==> src/phs_pkg.sv <==
package phs_pkg;
   // operating modes selected by the opMode pins
   typedef enum logic [1:0] {
      PHS_FIXED_RATE  = 2'h0,                          // fixed_rate_timing: master clock is the bit clock
      PHS_VAR_RATE    = 2'h1,                          // variable_rate_timing: separate bit clocks
      PHS_REDUNDANCY  = 2'h2,                          // on-line test: repeat previous word
      PHS_ANALOG_LOOP = 2'h3                           // on-line test: send back received word
   } phs_mode_t;

   localparam int          PHS_WORD_BITS    = 8;       // one companded code word per slot
   localparam int          PHS_FIFO_DEPTH   = 8;       // transmit words buffered
   localparam int          PHS_SYNC_BITS    = 7;       // pin inputs passing the synchroniser
   localparam int          PHS_STARTUP_FRM  = 3;       // frames before outputs are enabled
   localparam int          PHS_CLK_PERIOD_NS = 10;     // 100 MHz system clock
   localparam int          PHS_MCLK_STOP_NS = 2000;    // master clock silence counted as stopped
   localparam int          PHS_MCLK_STOP_CYC = PHS_MCLK_STOP_NS / PHS_CLK_PERIOD_NS;
   localparam logic [7:0]  PHS_IDLE_CODE    = 8'hFF;   // sent when no word is queued
   localparam logic [7:0]  PHS_WORD_RST     = 8'h00;
   localparam logic [3:0]  PHS_BIT_LAST     = 4'h8;    // bit counter value after the eighth bit
   localparam logic [1:0]  PHS_FRM_RST      = 2'h0;
   localparam logic [1:0]  PHS_FRM_DONE     = 2'h3;
   localparam logic [7:0]  PHS_STOP_CNT_MAX = 8'(PHS_MCLK_STOP_CYC);
   // bit positions in the synchroniser vector
   localparam int          PHS_S_MCLK = 0;
   localparam int          PHS_S_TCLK = 1;
   localparam int          PHS_S_TFS  = 2;
   localparam int          PHS_S_RCLK = 3;
   localparam int          PHS_S_RFS  = 4;
   localparam int          PHS_S_RDAT = 5;
   localparam int          PHS_S_SIG  = 6;
endpackage : phs_pkg

==> src/phs_highway.sv <==
// Behaviour
// - outputs enabled only after three frames
// - startup: signaling low, data and slot tri-stated
// - signaling input ignored during startup
// - master clock stopped: data, slot tri-stated
// - first bit on first rising edge after sync
// - receive bits sampled on falling bit-clock edge
// - fixed rate, variable rate, on-line test modes
// - each bit held one bit-clock period
// - first sample: falling edge after receive sync
// - redundancy test and analog loopback modes
// - up to 32 devices share one highway
`timescale 1ns/1ps
`default_nettype none
module phs_highway
   import phs_pkg::*;
(
   input  wire logic            clk,              // 100 MHz system clock
   input  wire logic            reset_n,          // synchronous reset
   input  wire logic            clkEn,            // freezes all state when low
   input  wire phs_mode_t       opMode,           // operating mode
   input  wire logic            standby,          // standby power-down request
   input  wire logic            master_clock,     // master clock pin
   input  wire logic            tx_bit_clock,     // transmit bit clock pin
   input  wire logic            tx_frame_sync,    // transmit frame sync pin
   input  wire logic            rx_bit_clock,     // receive bit clock pin
   input  wire logic            rx_frame_sync,    // receive frame sync pin
   input  wire logic            rx_pcm_data,      // receive highway pin
   input  wire logic            signaling_in,     // signaling input pin
   input  wire logic            sigInsert,        // force word LSB high while signaling is high
   output logic                 sigOut,           // signaling output
   output logic                 tx_pcm_data,      // transmit highway data
   output logic                 txDataOe,         // transmit highway drive enable
   output logic                 tx_slot_indicator,// slot indicator, high in slot
   output logic                 txSlotOe,         // slot indicator drive enable
   input  wire logic [7:0]      txWord,           // word to queue
   input  wire logic            txWordValid,      // queue request
   output logic                 txWordReady,      // queue has room
   output logic [7:0]           rxWord,           // last received word
   output logic                 rxWordValid,      // one-cycle pulse per word
   output logic                 outputsLive       // startup interval over
);
   // two-flop synchronisers, then one delay stage for edge finding
   logic [PHS_SYNC_BITS-1:0] meta1Reg;
   logic [PHS_SYNC_BITS-1:0] syncReg;
   logic [PHS_SYNC_BITS-1:0] prevReg;
   wire  [PHS_SYNC_BITS-1:0] pinVec;

   assign pinVec = {signaling_in, rx_pcm_data, rx_frame_sync, rx_bit_clock,
                    tx_frame_sync, tx_bit_clock, master_clock};

   genvar gi;
   generate
      for (gi = 0; gi < PHS_SYNC_BITS; gi++) begin : g_sync
         always_ff @(posedge clk) begin
            if (!reset_n) begin
               meta1Reg[gi] <= 1'b0;
               syncReg[gi]  <= 1'b0;
               prevReg[gi]  <= 1'b0;
            end else if (clkEn) begin
               meta1Reg[gi] <= pinVec[gi];
               syncReg[gi]  <= meta1Reg[gi];
               prevReg[gi]  <= syncReg[gi];
            end
         end
      end
   endgenerate

   // clock selection and edges
   wire fixedRate = (opMode == PHS_FIXED_RATE);
   wire txClkSel  = fixedRate ? syncReg[PHS_S_MCLK] : syncReg[PHS_S_TCLK];
   wire txClkPrev = fixedRate ? prevReg[PHS_S_MCLK] : prevReg[PHS_S_TCLK];
   wire rxClkSel  = fixedRate ? syncReg[PHS_S_MCLK] : syncReg[PHS_S_RCLK];
   wire rxClkPrev = fixedRate ? prevReg[PHS_S_MCLK] : prevReg[PHS_S_RCLK];
   wire txRise    = txClkSel && !txClkPrev;
   wire rxFall    = !rxClkSel && rxClkPrev;
   wire mclkEdge  = syncReg[PHS_S_MCLK] != prevReg[PHS_S_MCLK];
   wire txFsRise  = syncReg[PHS_S_TFS] && !prevReg[PHS_S_TFS];
   wire rxFsRise  = syncReg[PHS_S_RFS] && !prevReg[PHS_S_RFS];

   // master clock watchdog
   logic [7:0] stopCntReg;
   logic       mclkStoppedReg;
   always_ff @(posedge clk) begin
      if (!reset_n) begin
         stopCntReg     <= 8'h00;
         mclkStoppedReg <= 1'b1;
      end else if (clkEn) begin
         if (mclkEdge) begin
            stopCntReg     <= 8'h00;
            mclkStoppedReg <= 1'b0;
         end else if (stopCntReg == PHS_STOP_CNT_MAX) begin
            mclkStoppedReg <= 1'b1;
         end else begin
            stopCntReg <= stopCntReg + 8'h01;
         end
      end
   end

   // startup frame counter, restarted by standby
   logic [1:0] frmCntReg;
   wire        liveNow = (frmCntReg == PHS_FRM_DONE);
   always_ff @(posedge clk) begin
      if (!reset_n) begin
         frmCntReg <= PHS_FRM_RST;
      end else if (clkEn) begin
         if (standby) begin
            frmCntReg <= PHS_FRM_RST;
         end else if (txFsRise && !liveNow) begin
            frmCntReg <= frmCntReg + 2'h1;
         end
      end
   end
   assign outputsLive = liveNow;

   // signaling is forced low and unused until live
   wire sigLive = liveNow && syncReg[PHS_S_SIG];
   always_ff @(posedge clk) begin
      if (!reset_n) begin
         sigOut <= 1'b0;
      end else if (clkEn) begin
         sigOut <= sigLive;
      end
   end

   // transmit word queue
   logic [7:0] qData;
   logic       qValid;
   logic       qPop;
   phs_fifo #(.WIDTH(PHS_WORD_BITS), .DEPTH(PHS_FIFO_DEPTH)) u_fifo (
      .clk      (clk),
      .reset_n  (reset_n),
      .clkEn    (clkEn),
      .inData   (txWord),
      .inValid  (txWordValid),
      .inReady  (txWordReady),
      .outData  (qData),
      .outValid (qValid),
      .outReady (qPop)
   );

   // transmit slot machine
   typedef enum logic [1:0] {TX_IDLE, TX_ARMED, TX_SHIFT} phs_tx_state_t;
   phs_tx_state_t txStateReg;
   phs_tx_state_t txStateNext;
   logic [7:0]    txShiftReg;
   logic [7:0]    lastTxReg;
   logic [3:0]    txBitReg;
   logic          txDrvReg;
   logic [7:0]    rxWordReg;

   // word source per mode
   wire        normalMode = (opMode == PHS_FIXED_RATE) || (opMode == PHS_VAR_RATE);
   wire [7:0]  srcWord    = (opMode == PHS_REDUNDANCY)  ? lastTxReg :
                            (opMode == PHS_ANALOG_LOOP) ? rxWordReg :
                            (qValid ? qData : PHS_IDLE_CODE);
   wire [7:0]  loadWord   = {srcWord[7:1], (sigInsert && sigLive) ? 1'b1 : srcWord[0]};
   wire        slotStart  = (txStateReg == TX_ARMED) && txRise && liveNow;
   wire        lastBit    = (txBitReg == PHS_BIT_LAST);
   assign qPop = slotStart && normalMode;

   always_comb begin
      txStateNext = txStateReg;
      unique case (txStateReg)
         TX_IDLE:  if (txFsRise) txStateNext = TX_ARMED;
         TX_ARMED: if (txRise)   txStateNext = liveNow ? TX_SHIFT : TX_IDLE;
         TX_SHIFT: if (txRise && lastBit) txStateNext = TX_IDLE;
      endcase
   end

   // shift out MSB first, one bit per rising edge
   always_ff @(posedge clk) begin
      if (!reset_n) begin
         txStateReg <= TX_IDLE;
         txShiftReg <= PHS_WORD_RST;
         lastTxReg  <= PHS_WORD_RST;
         txBitReg   <= 4'h0;
         txDrvReg   <= 1'b0;
      end else if (clkEn) begin
         txStateReg <= txStateNext;
         if (slotStart) begin
            txShiftReg <= loadWord;
            lastTxReg  <= loadWord;
            txBitReg   <= 4'h1;
            txDrvReg   <= 1'b1;
         end else if ((txStateReg == TX_SHIFT) && txRise) begin
            txShiftReg <= {txShiftReg[6:0], 1'b0};
            txBitReg   <= txBitReg + 4'h1;
            if (lastBit) txDrvReg <= 1'b0;
         end
      end
   end

   // highway drive, gated by startup and clock watchdog
   wire driveOk = txDrvReg && liveNow && !mclkStoppedReg && !standby;
   assign tx_pcm_data       = txShiftReg[7];
   assign txDataOe          = driveOk;
   assign tx_slot_indicator = driveOk;
   assign txSlotOe          = liveNow && !mclkStoppedReg && !standby;

   // receive: arm on sync, sample eight falling edges
   logic       rxArmReg;
   logic [3:0] rxBitReg;
   logic [7:0] rxShiftReg;
   wire        rxTake = rxArmReg && rxFall;
   wire [7:0]  rxShiftNext = {rxShiftReg[6:0], syncReg[PHS_S_RDAT]};
   always_ff @(posedge clk) begin
      if (!reset_n) begin
         rxArmReg    <= 1'b0;
         rxBitReg    <= 4'h0;
         rxShiftReg  <= PHS_WORD_RST;
         rxWordReg   <= PHS_WORD_RST;
         rxWordValid <= 1'b0;
      end else if (clkEn) begin
         rxWordValid <= 1'b0;
         if (rxFsRise) begin
            rxArmReg <= 1'b1;
            rxBitReg <= 4'h0;
         end else if (rxTake) begin
            rxShiftReg <= rxShiftNext;
            rxBitReg   <= rxBitReg + 4'h1;
            if (rxBitReg == PHS_BIT_LAST - 4'h1) begin
               rxArmReg    <= 1'b0;
               rxWordReg   <= rxShiftNext;
               rxWordValid <= 1'b1;
            end
         end
      end
   end
   assign rxWord = rxWordReg;
endmodule : phs_highway
`default_nettype wire

==> src/phs_fifo.sv <==
`timescale 1ns/1ps
`default_nettype none
module phs_fifo #(
   parameter int WIDTH = 8,
   parameter int DEPTH = 8
) (
   input  wire logic             clk,        // system clock
   input  wire logic             reset_n,    // synchronous reset
   input  wire logic             clkEn,      // freezes all state when low
   input  wire logic [WIDTH-1:0] inData,     // write word
   input  wire logic             inValid,    // write request
   output logic                  inReady,    // not full
   output logic [WIDTH-1:0]      outData,    // head word
   output logic                  outValid,   // not empty
   input  wire logic             outReady    // pop request
);
   localparam int AW = $clog2(DEPTH);

   logic [WIDTH-1:0] memReg [DEPTH];
   logic [AW:0]      wrPtrReg;
   logic [AW:0]      rdPtrReg;
   wire              doWrite;
   wire              doRead;

   // full when pointers differ only in the wrap bit
   assign inReady  = !((wrPtrReg[AW] != rdPtrReg[AW]) && (wrPtrReg[AW-1:0] == rdPtrReg[AW-1:0]));
   assign outValid = (wrPtrReg != rdPtrReg);
   assign outData  = memReg[rdPtrReg[AW-1:0]];
   assign doWrite  = clkEn && inValid && inReady;
   assign doRead   = clkEn && outValid && outReady;

   // storage
   always_ff @(posedge clk) begin
      if (doWrite) begin
         memReg[wrPtrReg[AW-1:0]] <= inData;
      end
   end

   // pointers
   always_ff @(posedge clk) begin
      if (!reset_n) begin
         wrPtrReg <= '0;
         rdPtrReg <= '0;
      end else begin
         if (doWrite) wrPtrReg <= wrPtrReg + 1'b1;
         if (doRead)  rdPtrReg <= rdPtrReg + 1'b1;
      end
   end
endmodule : phs_fifo
`default_nettype wire

==> config.mk <==
export PLATFORM = sky130hd
export DESIGN_NAME = phs_highway
export DESIGN_NICKNAME = d
export VERILOG_FILES = /design/src/phs_pkg.sv /design/src/phs_highway.sv /design/src/phs_fifo.sv
export SDC_FILE = /design/constraint.sdc
export NUM_CORES = 1
export LEC_CHECK = 0
export ABC_AREA = 1
export BUFFER_PORTS_ARGS = -buffer_cell sky130_fd_sc_hd__buf_2
export CORE_ASPECT_RATIO = 1.5
export CORE_MARGIN = 1.5
export CORE_UTILIZATION = 45
export CTS_CLUSTER_SIZE = 24
export DETAILED_ROUTE_END_ITERATION = 16
export SYNTH_ARGS = -nofsm -noshare
export SYNTH_HDL_FRONTEND = slang
export SYNTH_SLANG_ARGS = --single-unit
==> constraint.sdc <==
create_clock -name clk -period 2.6 [get_ports clk]
set_input_delay 0.13 -clock clk [delete_from_list [all_inputs] [get_ports clk]]
set_output_delay 0.13 -clock clk [all_outputs]
set_load 0.01 [all_outputs]
==> results of run 1 <==
per-layer routing:
layer  up-vias  wire length [um]  global-route usage
li1       2610                 -                   -
met1      2417              5938              0.2237
met2       134              8184              0.3893
met3        35               588             0.05076
met4         0               567              0.1104
met5         -                 0                   0
layout make-up:
cell class              instances  area [um^2]  share of cell area
clock buffers                  17        425.4             0.05587
clock inverters                15        170.2             0.02235
inverters                      88        330.3             0.04338
multi-input cells             503         2452              0.3221
flip-flops and latches        150         3643              0.4785
well taps                     192        240.2             0.03155
repair buffers                 57        352.8             0.04634
what timing repair did:
item | 4_1_cts | 5_1_grt
buffers inserted | 0 | 0
resized for setup | 0 | 0
hold buffers | 8 | 0
endpoints found under the hold margin | 8 | 0
sequential cells by signal, indices dropped and copies added, names as in the netlist, 2 cells and up, named ones only:
| register | cells |
|---|---|
| rxWord | 8 |
| u_fifo.wrPtrReg | 4 |
| stopCntReg | 8 |
| txBitReg | 4 |
| rxBitReg | 4 |
| rxShiftReg | 7 |
| u_fifo.rdPtrReg | 4 |
| syncReg | 6 |
| meta1Reg | 7 |
| txShiftReg | 8 |
| frmCntReg | 2 |
| lastTxReg | 8 |
| prevReg | 5 |
| txStateReg | 2 |
| u_fifo.memReg | 64 |
synth_stat cells, drive strengths merged:
cell,count
xnor2,1
nor2,88
a31oi,1
o22ai,1
clkbuf,17
xor2,2
o211a,1
o21bai,4
nor3b,3
inv,88
nand2,184
edfxtp,64
a21oi,54
ha,11
o21ai,66
nand3,70
nand4,3
dfxtp,86
buf,12
nor3,8
or2,2
a211oi,4
through the flow:
stage          hold slack [ns]  instance area, um^2  setup slack (ns)    util
2_1_floorplan           0.2289                 6569            0.5143       -
3_3_place_gp            0.3528                 6939            0.5047  0.4913
3_5_place_dp            0.3559                 6939            0.4539  0.4913
4_1_cts                0.03794                 7615            0.4471  0.5391
5_1_grt                0.03815                 7615            0.2415  0.5391
6_report               0.05368                 7615            0.4129  0.5391
where the power goes:
part	switching (mW)	leakage, nW	internal, mW
clock network	1.01	0.289	1.44
registers	0.0250	1.28	2.50
logic	0.185	1.61	0.0884
total	1.22	3.18	4.03
cells by family (layout without fill, tap and decap cells):
group,Yosys count,in the layout,share of synthesized area
AO/OA/AOI/OAI,131,131,0.1046
XOR/XNOR,3,3,0.004001
adder cells (fa/ha/maj),11,11,0.02095
buffers and inverters,117,177,0.07200
flip-flops,150,150,0.5547
AND/OR/NAND/NOR,358,358,0.2438
critical path, cell delays in order, from the launching register on:
cell,delay (ns)
dfxtp_1,0.35
inv_1,0.13
nand2_1,0.06
nand2_1,0.06
nor2_1,0.05
nand4_1,0.07
nand3_1,0.21
nor2_1,0.28
inv_1,0.12
nor2_1,0.49
path summary, 6_finish.rpt:
check / end
worst max-delay path: u_fifo.memReg[3][7]
worst min-delay path: mclkStoppedReg
worst max register to register: u_fifo.memReg[3][7]
worst min register to register: prevReg[2]
==> results.py, run 1 <==
metrics = {
    "logic_synthesis": {
        "synth.yosys.warnings": 0,
        "syn-mean-instance-area_um2": 8.531,
        "post-synth-top-area-fraction": 0.2926,
        "synth.largest_area_cell": "edfxtp_1",
        "yosysSeqAreaShare": 0.5547,
        "syn-num-nets": 804,
        "synth_cell_types": 36,
        "ys_top_cells_by_area": "edfxtp_1 29%, dfxtp_1 26%, nand2_1 10%, nand3_1 5.2%, inv_1 4.7%",
        "synth-seq-cells": 150,
        "netlist_area_um2": 6569,
        "synth_cells": 770,
    },
    "timing": {
        "fin_setup_tns_ns": 0,
        "fin_crit_sh": 0.8412,
        "hold_viol_final": 0,
        "max_freq_mhz": 457.2,
        "timing_max_transition_violations_final": 0,
        "grt_setup_unrepaired": "no",
        "post-route-min-period_ns": 2.187,
        "setup_viol_count_final": 0,
        "finalClockSkew_ns": 0.008945,
        "slew-limit-headroom": 0.4861,
        "worst-slew-pin-transition_ns": 0.7700,
    },
    "power_and_ir_drop": {
        "static_leakage_nw": 3.179,
        "p_per_area_nw_per_um2": 688.8,
        "power.ir.vdd_worst_mv": 0.3819,
        "design_power_total_mw": 5.245,
    },
    "die": {
        "fp.dieArea_um2": 15350,
        "floorplan.initialDensity": 0.4651,
        "floorplan.core_area_um2": 14120,
        "floorplan.io_pins": 39,
        "vertical_extent_of_the_die_um": 151.0,
        "floorplan.rows": 53,
        "die_w_um": 101.7,
    },
    "global_route": {
        "grt_max_degree": 40,
        "antenna_violations_before_repair": 0,
        "global_route.usage.total": 0.2135,
        "grt-ovfl-total": 0,
        "first_global_vias": 5046,
        "grt_first_pass_wirelength_um": 24410,
    },
    "worst_setup_path": {
        "reg2reg_slack_ns": 0.41,
        "critical_path.reg2reg.startpoint": "u_fifo.wrPtrReg[1]",
        "crit_path_start_kind": "flop",
        "required_time_worst_endpoint_ns": 2.65,
        "crit_arrival_ns": 2.24,
        "critPathLaunch": "u_fifo.wrPtrReg[1]",
        "worst-setup-path-type": "flop to flop",
        "r2r_cells": 9,
        "setup.worst_path.end_class": "flop",
        "path_max_fanout": 8,
    },
    "finish": {
        "diode_count": 0,
        "areaGrowthSynthToFinish_pct": 15.92,
        "fraction_of_final_layout_cells_with_drive_strength_greater_than_1": 0.1410,
        "post_layout_instance_count_excluding_filler_cells": 1022,
        "mostFrequentLayoutCell": "nand2_1",
        "layout.nets": 851,
        "n_fill_cell": 1301,
        "layout_common_cells": "176 x nand2_1, 86 x dfxtp_1, 83 x inv_1",
    },
    "cts": {
        "clk_path_buf_depth": 2,
        "clkTransAtPathRegs_ns": 0.06,
        "htree_depth": 4,
        "cts_tree": "done",
        "tritoncts_num_sinks": 150,
        "worstSkewPairLatency_ns": 0.41,
        "cts_root_buffer": "clkbuf_16",
        "cts_inserted_buffers": 17,
    },
    "hold_path": {
        "worst_hold_startpoint": "reset_n",
        "min_path_cells": 2,
        "timing.hold.worst.class": "input pin to flop",
    },
    "detailed_routing": {
        "via_per_inst": 5.084,
        "detail_route.first_pass.iterations": 5,
        "vias": 5196,
        "drt-total-wl_um": 15280,
        "antenna_left": 0,
        "drc_errors": 0,
        "detail_route.iter0.violations": 227,
        "routed_wire_length_per_instance_um": 14.95,
    },
    "place": {
        "dpl.hpwl_um": 10980,
        "dp_cells": 982,
        "port_buffers": 38,
        "finalWeightedCongestion": 0.9700,
    },
    "job": {
        "maxCapViolCount": 0,
    },
    "run_status": {
        "run_status": "finished, final reports clean",
    },
}
Power figures use the tool's default switching activity.
==> run 2: changes to the inputs <==
==> constraint.sdc (replaced) <==
create_clock -name clk -period 1.9 [get_ports clk]
set_input_delay 0.095 -clock clk [delete_from_list [all_inputs] [get_ports clk]]
set_output_delay 0.095 -clock clk [all_outputs]
set_load 0.01 [all_outputs]
==> results.py, run 2 (same netlist as run 1, synthesis figures left out) <==
metrics = {
    "run_status": {
        "run_status": "finished, final reports clean",
    },
    "worst_setup_path": {
        "crit_arrival_ns": 1.94,
        "worst-setup-path-type": "flop to flop",
        "critPathSlowestCell": "nor2_1",
        "setup.worst_path.end_class": "flop",
        "required_time_worst_endpoint_ns": 1.95,
        "path_delay_family": "simple AND/OR/NAND/NOR gates",
        "crit_path_cell_trace": "inv_1, nand2_1, nand2_1, nor2_1, nand4_1, nand3_1, inv_1, nand2_1, nor2_1",
        "critical_path.n_buffers_inverters": 2,
        "crit_path_start_kind": "flop",
        "path_common_cell": "nand2_1",
        "path_max_fanout": 8,
        "crit_path_max_incr_delay_ns": 0.54,
    },
    "timing": {
        "post-route-min-period_ns": 1.891,
        "slew-limit-headroom": 0.5566,
        "hold_viol_final": 0,
        "grt_setup_unrepaired": "yes",
        "finalClockSkew_ns": 0.01101,
        "setup_viol_count_final": 0,
        "worst-slew-pin-transition_ns": 0.6626,
        "fin_crit_sh": 0.9954,
        "max_freq_mhz": 528.8,
        "fin_ws_ns": 0.008816,
        "timing_max_transition_violations_final": 0,
    },
    "cts": {
        "post_cts_setup_bufs": 0,
        "clk_path_buf_depth": 2,
        "htree_depth": 4,
        "tritoncts_num_sinks": 150,
        "clkTransAtPathRegs_ns": 0.06,
        "worstSkewPairLatency_ns": 0.42,
        "cts_tree": "done",
        "cts_inserted_buffers": 17,
        "cts_root_buffer": "clkbuf_16",
    },
    "die": {
        "floorplan.io_pins": 39,
        "die_w_um": 101.7,
        "floorplan.rows": 53,
        "floorplan.core_area_um2": 14120,
        "fp.dieArea_um2": 15350,
        "floorplan.initialDensity": 0.4651,
        "vertical_extent_of_the_die_um": 151.0,
    },
    "power_and_ir_drop": {
        "static_leakage_nw": 3.236,
        "power.ir.vdd_worst_mv": 0.5842,
        "design_power_total_mw": 7.227,
        "p_per_area_nw_per_um2": 935.2,
    },
    "place": {
        "finalWeightedCongestion": 0.8902,
        "post_dp_cell_area_um2": 7044,
        "port_buffers": 38,
        "dpl.hpwl_um": 10780,
        "dp_worst_setup_slack_ns": 0.002991,
    },
    "global_route": {
        "grt_first_pass_wirelength_um": 24270,
        "grt_max_degree": 58,
        "grt-ovfl-total": 0,
        "antenna_violations_before_repair": 0,
        "first_global_vias": 5009,
        "global_route.usage.total": 0.2096,
    },
    "detailed_routing": {
        "antenna_left": 0,
        "via_per_inst": 4.932,
        "drt-total-wl_um": 15090,
        "detail_route.iter0.violations": 255,
        "routed_wire_length_per_instance_um": 14.63,
        "detail_route.first_pass.iterations": 4,
        "vias": 5090,
        "drc_errors": 0,
    },
    "finish": {
        "largest_register_ff_count": 64,
        "fraction_of_final_layout_cells_with_drive_strength_greater_than_1": 0.1512,
        "utilization": 0.5471,
        "mostFrequentLayoutCell": "nand2_1",
        "fin_area_um2": 7727,
        "areaGrowthSynthToFinish_pct": 17.64,
        "layout_common_cells": "176 x nand2_1, 86 x dfxtp_1, 83 x inv_1",
        "diode_count": 0,
        "layout.nets": 861,
    },
    "hold_path": {
        "timing.hold.worst.class": "input pin to flop",
    },
    "job": {
        "maxCapViolCount": 0,
    },
}
## run 2: timing repair
| action | 4_1_cts | 5_1_grt |
|---|---|---|
| endpoints found under the setup margin | 8 | 36 |
| hold buffers | 8 | 0 |
| endpoints found under the hold margin | 9 | 0 |
| resized for setup | 0 | 4 |
## run 2: layer usage
layer	GRT usage	vias to the layer above	wire, um
met1	0.2327	2343	6128
met4	0.07708	0	238
met5	0	-	0
li1	-	2630	-
met3	0.04246	20	525
met2	0.3880	97	8202
## run 2: worst paths after layout
kind	slack, ns	cells after the start	endpoint	from
setup / recovery	0.009	9	u_fifo.memReg[0][2]	u_fifo.wrPtrReg[0]
hold / removal	0.03	1	u_fifo.memReg[7][4]	txWord[4]
setup reg to reg	0.009	9	u_fifo.memReg[0][2]	u_fifo.wrPtrReg[0]
hold reg to reg	0.45	2	prevReg[2]	prevReg[2]
## run 2: layout make-up
| cell class | count | area [um^2] |
|---|---|---|
| multi-input cells | 503 | 2465 |
| repair buffers | 67 | 452.9 |
| clock buffers | 23 | 467.9 |
| clock inverters | 9 | 125.1 |
| fillers | 1317 | 6397 |
| flip-flops and latches | 150 | 3643 |
| well taps | 192 | 240.2 |
| inverters | 88 | 332.8 |
## run 2: worst register-to-register path: stages (launching register included)
cell	delay, ns
dfxtp_1	0.34
inv_1	0.09
nand2_1	0.05
nand2_1	0.05
nor2_1	0.06
nand4_1	0.08
nand3_1	0.11
inv_1	0.08
nand2_1	0.12
nor2_1	0.54
## run 2: power by group
group          leakage, nW  switching [mW]  internal, mW
combinational         1.67           0.255         0.133
clock                0.289            1.25          2.13
sequential            1.28          0.0325          3.43
total                 3.24            1.54          5.69
## run 2: metrics by stage
| stage | TNS, ns | hold WS, ns | instances |
|---|---|---|---|
| after floorplan | 0 | 0.1939 | 770 |
| after global placement | 0 | 0.3173 | 992 |
| after detailed placement | 0 | 0.3218 | 992 |
| after CTS | -0.04786 | 0.001280 | 1032 |
| after global routing | -3.342 | 0.01404 | 1032 |
| final | 0 | 0.03376 | 1032 |
